### src/dioia_pkg.sv
package dioia_pkg;
  // Register byte offsets
  localparam logic [5:0] OFS_CLOSE = 6'h00;
  localparam logic [5:0] OFS_OPEN  = 6'h04;
  localparam logic [5:0] OFS_WORD  = 6'h08;
  localparam logic [5:0] OFS_LOAD  = 6'h0C;
  localparam logic [5:0] OFS_CONT  = 6'h10;
  localparam logic [5:0] OFS_MASK  = 6'h14;
  localparam logic [5:0] OFS_FLAG  = 6'h18;
  localparam logic [5:0] OFS_SENSE = 6'h1C;
  localparam logic [5:0] OFS_CTRL  = 6'h20;
  localparam logic [5:0] OFS_IST   = 6'h24;
  localparam logic [5:0] OFS_ICLR  = 6'h28;
  localparam logic [5:0] OFS_IEN   = 6'h2C;
  // Control bits
  localparam int CTRL_SRC_OUT = 0;
  localparam int CTRL_NARROW  = 1;
  localparam int CTRL_ONE     = 2;
  localparam int CTRL_REINIT  = 3;
  localparam int CONT_RUN     = 0;
  // Interrupt status bits
  localparam int IST_FLAG = 0;
  localparam int IST_RDG  = 1;
  localparam int IST_BAD  = 2;
  // Reset values
  localparam logic [15:0] OUT_RST   = 16'h0000;
  localparam logic [7:0]  MASK_RST  = 8'h00;
  localparam logic [7:0]  SENSE_RST = 8'hFF;
  localparam logic [2:0]  CTRL_RST  = 3'h0;
  localparam logic [2:0]  IEN_RST   = 3'h0;
  // Continuous read resample period
  localparam int CLK_HZ    = 40_000_000;
  localparam int SAMPLE_US = 100;
  localparam int SAMPLE_CYC = SAMPLE_US * (CLK_HZ / 1_000_000);
  localparam logic [11:0] SAMPLE_LAST = 12'(SAMPLE_CYC - 1);

  typedef enum logic {RD_IDLE, RD_RUN} dioia_rd_e;

  // Word returned by load and continuous reads
  function automatic logic [15:0] dioia_word(
    input logic src_out, input logic narrow,
    input logic [15:0] din, input logic [15:0] dout);
    logic [15:0] w;
    w = src_out ? dout : din;
    if (src_out && narrow) w[15:8] = 8'h00;
    return w;
  endfunction

  // Byte-lane merge for stored fields
  function automatic logic [15:0] dioia_merge(
    input logic [15:0] old, input logic [15:0] nw,
    input logic [15:0] bem);
    return (old & ~bem) | (nw & bem);
  endfunction
endpackage

### src/dioia_irq_if.sv
`timescale 1ns/1ps
`default_nettype none
interface dioia_irq_if;
  logic [7:0] level;
  logic [7:0] sense;
  logic [7:0] mask;
  logic [7:0] clr;
  logic       reinit;
  logic [7:0] flags;
  logic       set_evt;
  logic       req;
  modport ctl  (output level, sense, mask, clr, reinit,
                input flags, set_evt, req);
  modport unit (input level, sense, mask, clr, reinit,
                output flags, set_evt, req);
endinterface
`default_nettype wire

### src/dioia_irq_unit.sv
`timescale 1ns/1ps
`default_nettype none
module dioia_irq_unit (
  input  wire logic   clk_i, // System clock
  input  wire logic   rst_i, // Async reset
  dioia_irq_if.unit   irq    // Flag unit side
);
  logic [7:0] prev_q;
  logic [7:0] flags_q;

  // Edge pick per sense bit
  wire logic [7:0] rise = irq.level & ~prev_q;
  wire logic [7:0] fall = ~irq.level & prev_q;
  wire logic [7:0] hit  = (irq.sense & rise)
                        | (~irq.sense & fall);
  // Set wins over clear so no edge is lost
  wire logic [7:0] kept = irq.reinit ? 8'h00
                        : (flags_q & ~irq.clr);
  wire logic [7:0] flags_d = kept | hit;

  assign irq.flags   = flags_q;
  assign irq.set_evt = |hit;
  assign irq.req     = |(flags_q & irq.mask);

  always_ff @(posedge clk_i or posedge rst_i) begin
    if (rst_i) begin
      prev_q  <= 8'h00;
      flags_q <= 8'h00;
    end else begin
      prev_q  <= irq.level;
      flags_q <= flags_d;
    end
  end
endmodule // dioia_irq_unit
`default_nettype wire

### src/dioia_top.sv
// Chosen here: the Avalon-MM slave port and the register addresses.
`timescale 1ns/1ps
`default_nettype none
module dioia_top
  import dioia_pkg::*;
(
  input  wire logic        clk_i,             // 40 MHz clock
  input  wire logic        rst_i,             // Async reset
  input  wire logic [5:0]  avs_address_i,     // Byte address
  input  wire logic        avs_read_i,        // Read request
  input  wire logic        avs_write_i,       // Write request
  input  wire logic [31:0] avs_writedata_i,   // Write data
  input  wire logic [3:0]  avs_byteenable_i,  // Byte lanes
  output logic      [31:0] avs_readdata_o,    // Read data
  output logic             avs_waitrequest_o, // Stall
  input  wire logic [15:0] din_i,             // Input channels
  output logic      [15:0] dout_o,            // 1 = closed
  output logic      [15:0] rdg_data_o,        // Reading word
  output logic             rdg_stb_o,         // Reading pulse
  output logic             dig_irq_o,         // To mainframe
  output logic             irq_o              // Bus interrupt
);

  // Registers
  logic        ack_q;
  logic [31:0] rdata_q;
  logic [15:0] out_q;
  logic [7:0]  mask_q;
  logic [7:0]  sense_q;
  logic [2:0]  ctrl_q;
  logic [2:0]  ist_q;
  logic [2:0]  ien_q;
  dioia_rd_e   rd_q;
  logic [11:0] cnt_q;
  logic [15:0] rdg_q;
  logic        stb_q;

  dioia_irq_if irq_bus ();

  // One wait state: the first cycle loads read data
  wire logic access = avs_read_i | avs_write_i;
  wire logic wr_fire = avs_write_i & ack_q;
  wire logic rd_fire = avs_read_i & ack_q;
  wire logic rd_load = avs_read_i & ~ack_q;
  assign avs_waitrequest_o = access & ~ack_q;

  // Address decode
  wire logic a_close = avs_address_i == OFS_CLOSE;
  wire logic a_open  = avs_address_i == OFS_OPEN;
  wire logic a_word  = avs_address_i == OFS_WORD;
  wire logic a_load  = avs_address_i == OFS_LOAD;
  wire logic a_cont  = avs_address_i == OFS_CONT;
  wire logic a_mask  = avs_address_i == OFS_MASK;
  wire logic a_flag  = avs_address_i == OFS_FLAG;
  wire logic a_sense = avs_address_i == OFS_SENSE;
  wire logic a_ctrl  = avs_address_i == OFS_CTRL;
  wire logic a_ist   = avs_address_i == OFS_IST;
  wire logic a_iclr  = avs_address_i == OFS_ICLR;
  wire logic a_ien   = avs_address_i == OFS_IEN;
  wire logic mapped  = a_close | a_open | a_word
                     | a_load | a_cont | a_mask
                     | a_flag | a_sense | a_ctrl
                     | a_ist | a_iclr | a_ien;

  // Lane mask; unwritten lanes act as zero bits
  wire logic [15:0] bem = {{8{avs_byteenable_i[1]}},
                           {8{avs_byteenable_i[0]}}};
  wire logic [15:0] wd = avs_writedata_i[15:0] & bem;

  // Reinit is an action bit, it is not stored
  wire logic reinit = wr_fire & a_ctrl
                    & wd[CTRL_REINIT];

  // Channel command decode
  wire logic do_close = wr_fire & a_close;
  wire logic do_open  = wr_fire & a_open;
  wire logic do_word  = wr_fire & a_word;

  // Output channel next state
  wire logic [15:0] out_d =
      reinit   ? OUT_RST :
      do_close ? (out_q | wd) :
      do_open  ? (out_q & ~wd) :
      do_word  ? dioia_merge(out_q,
                   avs_writedata_i[15:0], bem) :
      out_q;

  // Word seen by load and continuous reads
  wire logic [15:0] word_now =
      dioia_word(ctrl_q[CTRL_SRC_OUT],
                 ctrl_q[CTRL_NARROW], din_i, out_q);

  // Continuous reader control
  wire logic cont_wr = wr_fire & a_cont;
  wire logic start = cont_wr & wd[CONT_RUN];
  wire logic stop  = (cont_wr & ~wd[CONT_RUN]) | reinit;
  wire logic tick  = (rd_q == RD_RUN)
                   & (cnt_q == SAMPLE_LAST);
  wire logic emit  = start | tick;
  wire logic one   = ctrl_q[CTRL_ONE];

  // Reader state; single mode stops after one word
  dioia_rd_e rd_d;
  always_comb begin
    rd_d = rd_q;
    unique case (rd_q)
      RD_IDLE: begin
        if (start && !one) rd_d = RD_RUN;
      end
      RD_RUN: begin
        if (stop || one) rd_d = RD_IDLE;
        else if (start) rd_d = RD_RUN;
      end
    endcase
  end

  // Divider restarts with each start
  wire logic [11:0] cnt_d =
      (start || rd_q != RD_RUN || tick) ? 12'h000
      : cnt_q + 12'h001;

  // Read data mux
  wire logic [15:0] rd_mux =
      a_word  ? out_q :
      a_load  ? word_now :
      a_cont  ? rdg_q :
      a_mask  ? {8'h00, mask_q} :
      a_flag  ? {8'h00, irq_bus.flags} :
      a_sense ? {8'h00, sense_q} :
      a_ctrl  ? {13'h0000, ctrl_q} :
      a_ist   ? {13'h0000, ist_q} :
      a_ien   ? {13'h0000, ien_q} :
      16'h0000;

  // Read of FLAG clears just the bits it reported
  wire logic [7:0] flag_clr =
      (rd_fire & a_flag) ? rdata_q[7:0]
      : 8'h00;

  // Status events; set wins over clear
  wire logic [2:0] ev;
  assign ev[IST_FLAG] = irq_bus.set_evt;
  assign ev[IST_RDG]  = emit;
  assign ev[IST_BAD]  = (wr_fire | rd_fire) & ~mapped;
  wire logic [2:0] iclr = (wr_fire & a_iclr)
                        ? wd[2:0] : 3'h0;
  wire logic [2:0] ist_d = (ist_q & ~iclr) | ev;

  // Flag unit hookup
  assign irq_bus.level  = din_i[7:0];
  assign irq_bus.sense  = sense_q;
  assign irq_bus.mask   = mask_q;
  assign irq_bus.clr    = flag_clr;
  assign irq_bus.reinit = reinit;

  dioia_irq_unit u_irq (
    .clk_i (clk_i),
    .rst_i (rst_i),
    .irq   (irq_bus.unit)
  );

  // Outputs
  assign avs_readdata_o = rdata_q;
  assign dout_o     = out_q;
  assign rdg_data_o = rdg_q;
  assign rdg_stb_o  = stb_q;
  assign dig_irq_o  = irq_bus.req;
  assign irq_o      = |(ist_q & ien_q);

  // Bus handshake and read capture
  always_ff @(posedge clk_i or posedge rst_i) begin
    if (rst_i) begin
      ack_q   <= 1'b0;
      rdata_q <= 32'h00000000;
    end else begin
      ack_q <= access & ~ack_q;
      if (rd_load) rdata_q <= {16'h0000, rd_mux};
    end
  end

  // Configuration registers
  always_ff @(posedge clk_i or posedge rst_i) begin
    if (rst_i) begin
      out_q   <= OUT_RST;
      mask_q  <= MASK_RST;
      sense_q <= SENSE_RST;
      ctrl_q  <= CTRL_RST;
      ien_q   <= IEN_RST;
    end else begin
      out_q <= out_d;
      if (reinit) begin
        mask_q  <= MASK_RST;
        sense_q <= SENSE_RST;
      end else begin
        if (wr_fire && a_mask) mask_q <= wd[7:0];
        if (wr_fire && a_sense) sense_q <= wd[7:0];
      end
      if (wr_fire && a_ctrl) ctrl_q <= wd[2:0];
      if (wr_fire && a_ien) ien_q <= wd[2:0];
    end
  end

  // Reader, divider and status
  always_ff @(posedge clk_i or posedge rst_i) begin
    if (rst_i) begin
      rd_q  <= RD_IDLE;
      cnt_q <= 12'h000;
      rdg_q <= 16'h0000;
      stb_q <= 1'b0;
      ist_q <= 3'h0;
    end else begin
      rd_q  <= rd_d;
      cnt_q <= cnt_d;
      stb_q <= emit;
      if (emit) rdg_q <= word_now;
      ist_q <= ist_d;
    end
  end

  // Cycles since the last reading while running; a stuck divider lets it overrun
  logic [11:0] gap_q;
  wire logic [11:0] gap_d = (rdg_stb_o || rd_q != RD_RUN) ? 12'h000
                          : gap_q + 12'h001;
  always_ff @(posedge clk_i or posedge rst_i) begin
    if (rst_i) begin
      gap_q <= 12'h000;
    end else begin
      gap_q <= gap_d;
    end
  end
endmodule // dioia_top
`default_nettype wire

### config.mk
export PLATFORM = sky130hd
export DESIGN_NAME = dioia_top
export DESIGN_NICKNAME = d
export VERILOG_FILES = /design/src/dioia_pkg.sv /design/src/dioia_irq_if.sv /design/src/dioia_irq_unit.sv /design/src/dioia_top.sv
export SDC_FILE = /design/constraint.sdc
export NUM_CORES = 1
export LEC_CHECK = 0
export BUFFER_PORTS_ARGS = -buffer_cell sky130_fd_sc_hd__buf_2
export CAP_MARGIN = 10
export CELL_PAD_IN_SITES_DETAIL_PLACEMENT = 1
export CELL_PAD_IN_SITES_GLOBAL_PLACEMENT = 1
export CORE_ASPECT_RATIO = 0.5
export CORE_MARGIN = 4
export CORE_UTILIZATION = 41
export DETAILED_ROUTE_END_ITERATION = 12
export GPL_ROUTABILITY_DRIVEN = 0
export GPL_TIMING_DRIVEN = 0
export PLACE_DENSITY_LB_ADDON = 0.1
export SETUP_SLACK_MARGIN = 0.3
export SLEW_MARGIN = 20
export SYNTH_ARGS = -nofsm -noshare
export SYNTH_HDL_FRONTEND = slang
export SYNTH_SLANG_ARGS = --single-unit
### constraint.sdc
create_clock -name clk_i -period 4.2 [get_ports clk_i]
set_input_delay 0.84 -clock clk_i [delete_from_list [all_inputs] [get_ports clk_i]]
set_output_delay 0.84 -clock clk_i [all_outputs]
set_load 0.1 [all_outputs]
Word-level counts from Yosys, hierarchy flattened

Index checks and enable logic that the tools add are counted.

Flip-flop bits (word level): 104
Bits of input ports: 62
Output and inout bits: 68

Add/sub/neg operators: 1
Equality and inequality tests: 12
Mux-type cells: 26
Bitwise gates (word level): 58
Reduce and logical (&&, ||, !) cells: 17

Operator list:

| operator              | count |
|---|---|
| $mux 16               | 8 |
| $mux 8                | 10 |
| $and 16x16->16        | 3 |
| $and 8x8->8           | 6 |
| $not 16->16           | 2 |
| $not 8->8             | 4 |
| $or 16x16->16         | 2 |
| $eq 6x5->1 const B    | 4 |
| $eq 6x6->1 const B    | 4 |
| $and 1x1->1           | 16 |
| $or 8x8->8            | 2 |
| $reduce_or 8->1       | 2 |
| $or 1x1->1            | 15 |
| $add 12x1->12 const B | 1 |
| $eq 12x12->1 const B  | 1 |
| $eq 6x4->1 const B    | 2 |
| $mux 12               | 1 |
| $mux 3                | 4 |
| $and 3x3->3           | 2 |
| $eq 6x3->1 const B    | 1 |
| $logic_and 1x1->1     | 6 |
| $logic_not 6->1       | 1 |
| $not 1->1             | 4 |
| $reduce_bool 2->1     | 2 |
| 8 further kinds       | 11 |

Longest topological paths before layout

Gate-level depths: netlist of run 1.

Depth in word-level cells: 15
Mapped depth: 8
Depth with buffers taken out: 6

Modules after synthesis

A second synthesis of run 1 with hierarchy kept.

Cells, all modules: 570
Area, all modules: 5725.5 sq um

Modules (own cells, without submodules):

| module         | instances | cells an instance | area an instance (sq um) |
|---|---|---|---|
| dioia_top      | 1         | 504               | 5003.5 |
| dioia_irq_unit | 1         | 66                | 721.9 |

Worst setup path after synthesis of run 1

Ideal clock, no wire load.

Path type: input to output
From: in avs_write_i
To: out avs_waitrequest_o
Data arrival time: 2152 ps
Required time: 3360 ps
Setup slack: 1208 ps
Stages on the path: 2
Path buffers: 0
Cell sequence: nor2_1 > nor2_1

Longest elaborated chain between the ends: 2

Ends and longest elaborated chain:

| element         | line            | source |
|---|---|---|
| start, declared | dioia_top.sv:11 | `input wire logic avs_write_i,` |
| $or 1x1->1      | dioia_top.sv:41 | `wire logic access = avs_read_i \| avs_write_i;` |
| $and 1x1->1     | dioia_top.sv:45 | `assign avs_waitrequest_o = access & ~ack_q;` |
| end, declared   | dioia_top.sv:15 | `output logic avs_waitrequest_o,` |

Every way passes these cells.

Worst setup path in the final report of run 1

From: in avs_address_i[2]
To: reg rdata_q[3] (netlist: avs_readdata_o[3])

Longest elaborated chain between the ends: 7

Ends and longest elaborated chain:

| element              | line             | source |
|---|---|---|
| start, declared      | dioia_top.sv:9   | `input wire logic [5:0] avs_address_i,` |
| $eq 6x5->1           | dioia_top.sv:55  | `wire logic a_sense = avs_address_i == OFS_SENSE;` |
| $mux 8               | dioia_top.sv:129 | `a_sense ? {8'h00, sense_q} :` |
| $mux 8               | dioia_top.sv:128 | `a_flag ? {8'h00, irq_bus.flags} :` |
| $mux 8               | dioia_top.sv:127 | `a_mask ? {8'h00, mask_q} :` |
| $mux 16              | dioia_top.sv:126 | `a_cont ? rdg_q :` |
| $mux 16              | dioia_top.sv:125 | `a_load ? word_now :` |
| $mux 16 *            | dioia_top.sv:124 | `a_word ? out_q :` |
| end signal, assigned | dioia_top.sv:177 | `if (rd_load) rdata_q <= {16'h0000, rd_mux};` |
| end, declared        | dioia_top.sv:26  | `logic [31:0] rdata_q;` |

Every way passes the cells marked *; elsewhere a longest branch is shown, timed or not.
A chain may end at the register's enable or synchronous reset.

==> results of run 1 <==
[final timing paths]
path	cells after the start	to	slack, ns	startpoint
min in group asynchronous	2	avs_readdata_o[15]	0.54	rst_i
worst max-delay path	6	avs_readdata_o[3]	1.35	avs_address_i[2]
worst min-delay path	1	rd_q	0.48	ctrl_q[2]
worst max register to register	5	u_irq.irq.flags[5]	1.87	ack_q
worst min register to register	1	rd_q	0.48	ctrl_q[2]
max in group asynchronous	3	irq_bus.sense[4]	2.96	rst_i
[state kept, by name (all words and copies together) (netlist names), 3 cells and up]
name and flops:
avs_readdata_o 16, dout_o 16, rdg_data_o 16, cnt_q 12, irq_bus.mask 8, irq_bus.sense 8, u_irq.irq.flags 8, u_irq.prev_q 8
ctrl_q 3, ien_q 3, ist_q 3
[synthesized netlist by cell type (4+ instances only)]
master	number	area, µm²
dfrtp_1	96	2400
nand2_1	93	349
nor2_1	36	135
o21ai_0	26	130
a21oi_1	25	125
mux2i_1	23	230
buf_4	16	120
a32o_1	15	150
nor2_2	14	87.6
o21ai_2	14	123
clkbuf_1	13	48.8
nor2b_1	12	75.1
and2_1	9	56.3
a21o_1	8	60.1
a221oi_1	8	70.1
buf_2	8	40.0
dfstp_2	8	210
nand3_1	8	40.0
a222oi_1	7	70.1
a22oi_1	7	52.6
inv_1	7	26.3
mux2_2	6	67.6
o21ai_1	6	30.0
xor2_1	6	52.6
a31o_2	5	43.8
mux4_2	5	113
nor3_1	5	25.0
a22o_1	4	35.0
buf_1	4	15.0
buf_6	4	45.0
nand2b_1	4	25.0
nand4_1	4	25.0
o211ai_1	4	30.0
xnor2_1	4	35.0
[critical path: stages]
cell	delay [ns]
clkbuf_1	0.31
buf_1	0.51
clkbuf_1	0.54
mux4_2	0.40
a222oi_1	0.35
o21ai_1	0.10
[cell type report]
type / count / area [µm²] / share of cell area (%)
well taps: 170 / 213 / 3.20
repair buffers: 94 / 493 / 7.41
inverters: 7 / 31.3 / 0.470
multi-input cells: 420 / 2740 / 41.1
clock buffers: 10 / 229 / 3.44
plain buffers: 45 / 269 / 4.04
flip-flops and latches: 104 / 2610 / 39.3
clock inverters: 6 / 67.6 / 1.02
[cell usage in the layout (no fill, tap or decap), types with 9 or more instances in the layout]
cell type    n
o21ai_0     26
mux2i_1     23
clkbuf_16    9
nor2_2      14
buf_2      101
a32o_1      15
conb_1      16
nand2_1     93
clkbuf_1    14
buf_4       16
dfrtp_1     96
and2_1       9
nor2b_1     12
o21ai_2     14
a21oi_1     25
nor2_1      36
[kinds of logic after synthesis]
kind of cell | after synthesis | share of synthesized area [%]
AO/OA/AOI/OAI | 147 | 19.7
XOR/XNOR | 10 | 1.57
adder cells (fa/ha/maj) | 1 | 0.224
buffers and inverters | 52 | 5.28
flip-flops | 104 | 46.8
multiplexers | 34 | 7.34
other | 1 | 0.0671
AND/OR/NAND/NOR | 212 | 19.1
[layer usage]
metal,global-route usage [%],up-vias,wire length [µm]
met5,0,-,0
met4,6.24,0,450
met3,6.06,54,1600
met2,38.6,235,8580
met1,36.2,2592,9110
li1,-,2262,-
[per-stage QoR]
stage               std cells  total power [mW]  util (%)  setup slack (ns)
finish                    856              2.67      51.2              1.35
global route              856              2.76      51.2              1.19
CTS                       856              2.67      51.2              1.36
detailed placement        840              1.81      48.9              1.01
global placement          839              1.80      48.7            -0.847
floorplan                 576              1.65         -             0.641
[power by group through the flow]
stage               combinational (mW)  clock, mW  sequential (mW)
global route                     0.714      0.917             1.12
detailed placement               0.676          0             1.13
floorplan                        0.288          0             1.36
global placement                 0.665          0             1.13
CTS                              0.678      0.877             1.11
finish                           0.680      0.872             1.12
==> results_dict.tcl, run 1 <==
set metrics [dict create \
    syn_avg_cell_area_um2 9.96 \
    yosysWarnings 0 \
    fin_crit_sh_pct 67.9 \
    worst_pin_slew_ns 0.908 \
    power_frac_seq_pct 41.8 \
    relSlewSlack_pct 39.5 \
    hold_ws_ns 0.476 \
    pwr-share-clk_pct 32.7 \
    sw_frac_of_total_pct 37.6 \
    coreArea_um2 13000 \
    cts_tree "yes" \
    cts_root_buf "clkbuf_16" \
    status "completed" \
    drtIter0Drc 512 \
    finalSetupTns_ns 0 \
    fin_area_um2 6650 \
    synth-seq-cells 104 \
    grt_start_max_net_pins 56 \
    yosysUniqueCellTypes 68 \
    setup_viol 0 \
    finalHoldViolations 0 \
    overflow 0 \
    drive_above_1_share_pct 29.7 \
    synth_seq_area_share_pct 46.8 \
    insertedDiodeCount 0 \
    synth_area_um2 5590 \
    grt_setup_unrepaired "no" \
    nNetsFinal 744 \
    n_fill_cell 1496 \
    clk_pin_slew_ns 0.07 \
    drtAntennaViolNets 0 \
    place_area_um2 6350 \
    drc 0 \
    grt_pass1_wl_um 31200 \
    clock_skew_ns 0.00759 \
    power.internal_mw 1.66 \
    postCtsHoldBufs 0 \
    start_util_pct 43.0 \
    routedWlPerCell_um 23.1 \
    arrival_ns 3.06 \
    cts_resized 0 \
    startpoint_type "primary input" \
    critical_path_class "primary input to flop" \
    crit_fanout 10 \
    antenna_found_initial 0 \
    vias_per_cell 6.01 \
    cp-end-kind "flop" \
    period_needed_ns 2.85 \
    clockBufferDepth 2 \
    die_w_um 173 \
    p_sw_mw 1.00 \
    dieHeight_um 90.6 \
    drt-total-wl_um 19700 \
    clkSinkCount 104 \
    pin_count 130 \
    syn_inst 561 \
    power_per_cell_area_nw_per_um2 401 \
    synthFlopType "dfrtp_1" \
    first_pass_iters 5 \
    htreeDepth 3 \
    grtUsageTotal_pct 25.3 \
    vias 5143 \
    dp_hpwl_um 14400 \
    clkLatencyLatePin_ns 0.35 \
    die_area_um2 15700 \
    post_cts_buffers 0 \
    maxCapViolCount 0 \
    max_freq_ghz 0.351 \
    async_flop_share_pct 100 \
    cts_buffers 9 \
    grt_pass1_vias 5292 \
    pwr-share-comb_pct 25.5 \
    io_buffers 93 \
    min-delay-path-class "flop to flop" \
    rows 29 \
    ir_drop_mv 0.202 \
    leakage_nw 3.00 \
    drv_slew 0 \
    required_ns 4.41 \
    synth-edff-count 0 \
    synthToLayoutAreaGrowth_pct 19.0 \
]
Note: power is estimated with default switching activity, not from simulation.
==> run 2: changes to the inputs <==
Settings changed: CORE_UTILIZATION 41 to 37.
Clock period 4.2 ns to 2.58 ns, I/O delays scaled along.
==> run 2 against run 1 <==
Global-route usage decreased by 1.9 points. Clock power is 59% higher. Core utilization is 4.6 points lower. First-iteration DRC count down 9.0%. Critical path type unchanged.
==> results_dict.tcl, run 2 (synthesis results as in run 1) <==
set metrics [dict create \
    pin_count 130 \
    layout_common_cells "100 x buf_2, 96 x dfrtp_1, 93 x nand2_1" \
    max_stage_delay_ns 0.60 \
    cp.buffers_inverters 2 \
    start_util_pct 38.2 \
    startpoint_type "primary input" \
    met1_usage_pct 34.7 \
    grtUsageTotal_pct 23.4 \
    slowest_stage "or4b_4" \
    relSlewSlack_pct 35.5 \
    fin_util_pct 46.6 \
    vias_per_cell 5.60 \
    met3_usage_pct 5.69 \
    setup_viol 0 \
    cp-end-kind "flop" \
    status "completed" \
    die_w_um 182 \
    cts_buffers 9 \
    n_fill_cell 1692 \
    io_buffers 93 \
    nNetsFinal 749 \
    clkSinkCount 104 \
    required_ns 2.79 \
    cpMostUsedCell "buf_2" \
    arrival_ns 2.46 \
    coreArea_um2 14600 \
    overflow 0 \
    drt-total-wl_um 20000 \
    clk_pin_slew_ns 0.07 \
    min-delay-path-class "primary input to asynchronous set/reset pin" \
    path_cells "buf_2, buf_2, or4b_4, nor2_2, nand2_1, nor2_4, a2111oi_2" \
    clockBufferDepth 2 \
    drtAntennaViolNets 0 \
    fin_area_um2 6810 \
    dp_hpwl_um 15000 \
    antenna_found_initial 0 \
    critical_path_class "primary input to flop" \
    power_per_cell_area_nw_per_um2 636 \
    busiest_layer "met2" \
    cts_tree "yes" \
    crit_fanout 10 \
    grt_start_max_net_pins 31 \
    finalHoldViolations 0 \
    max_freq_ghz 0.445 \
    insertedDiodeCount 0 \
    pre_cts_ws_ns -0.293 \
    dieHeight_um 94.9 \
    die_area_um2 17300 \
    htreeDepth 3 \
    drive_above_1_share_pct 31.3 \
    clkLatencyLatePin_ns 0.34 \
    ir_drop_mv 0.300 \
    grt_pass1_wl_um 30600 \
    synthToLayoutAreaGrowth_pct 21.9 \
    drv_slew 0 \
    cts_root_buf "clkbuf_16" \
    grt_pass1_vias 4980 \
    period_needed_ns 2.25 \
    layout_commonest_cell "buf_2" \
    maxCapViolCount 0 \
    drc 0 \
    path_delay_family "simple AND/OR/NAND/NOR gates" \
    first_pass_iters 5 \
    worst_pin_slew_ns 0.968 \
    place_area_um2 6450 \
    drtIter0Drc 466 \
    routedWlPerCell_um 22.5 \
    clock_skew_ns 0.00826 \
    use_met2_pct 35.2 \
    fin_crit_sh_pct 87.1 \
    leakage_nw 3.06 \
    finalWorstSetupSlack_ns 0.333 \
    grt_setup_unrepaired "yes" \
    vias 4981 \
    rows 31 \
]
-- run 2: path summary, 6_finish.rpt --
| check | startpoint | endpoint | slack, ns | depth (start not counted) |
|---|---|---|---|---|
| worst max-delay path | avs_address_i[4] | rd_q | 0.33 | 7 |
| worst min-delay path | rst_i | rdg_data_o[12] | 0.13 | 2 |
| worst max register to register | ack_q | dout_o[8] | 0.37 | 5 |
| worst min register to register | cnt_q[0] | cnt_q[0] | 0.49 | 1 |
| max in group asynchronous | rst_i | irq_bus.sense[3] | 1.53 | 5 |
| min in group clk_i | din_i[0] | u_irq.prev_q[0] | 0.33 | 1 |
-- run 2: area by class of cell --
class	count	area (µm²)	share of cell area, %
buffer	45	284	4.17
clock buffer	11	233	3.42
clock inverter	5	57.6	0.845
inverter	7	30.0	0.441
multi-input combinational	420	2780	40.8
sequential	104	2610	38.3
tap	198	248	3.64
timing repair buffer	99	568	8.34
-- run 2: timing repair --
item                       4_1_cts  5_1_grt
setup buffers                    2        0
resized for setup                4       15
setup endpoints to repair       49       46
hold endpoints to repair         0        0
pin swaps                        1        0
hold buffers                     0        0
-- run 2: metrics by stage --
stage	power [mW]	cells	TNS [ns]	hold WS, ns
finish	4.33	889	0	0.129
global route	4.50	889	0	0.133
CTS	4.35	889	0	0.126
detailed placement	2.96	871	-6.96	0.492
global placement	2.93	867	-7.46	0.480
floorplan	2.69	576	0	0.439
-- run 2: metal layers --
metal	vias to the layer above	wire length (µm)
li1	2274	-
met1	2509	9720
met2	186	8610
met3	12	1490
met4	0	156
met5	-	0
-- run 2: power by group --
group	switching, mW	internal, mW
registers	0.0876	1.73
logic	0.888	0.234
clock network	0.639	0.754
total	1.61	2.72
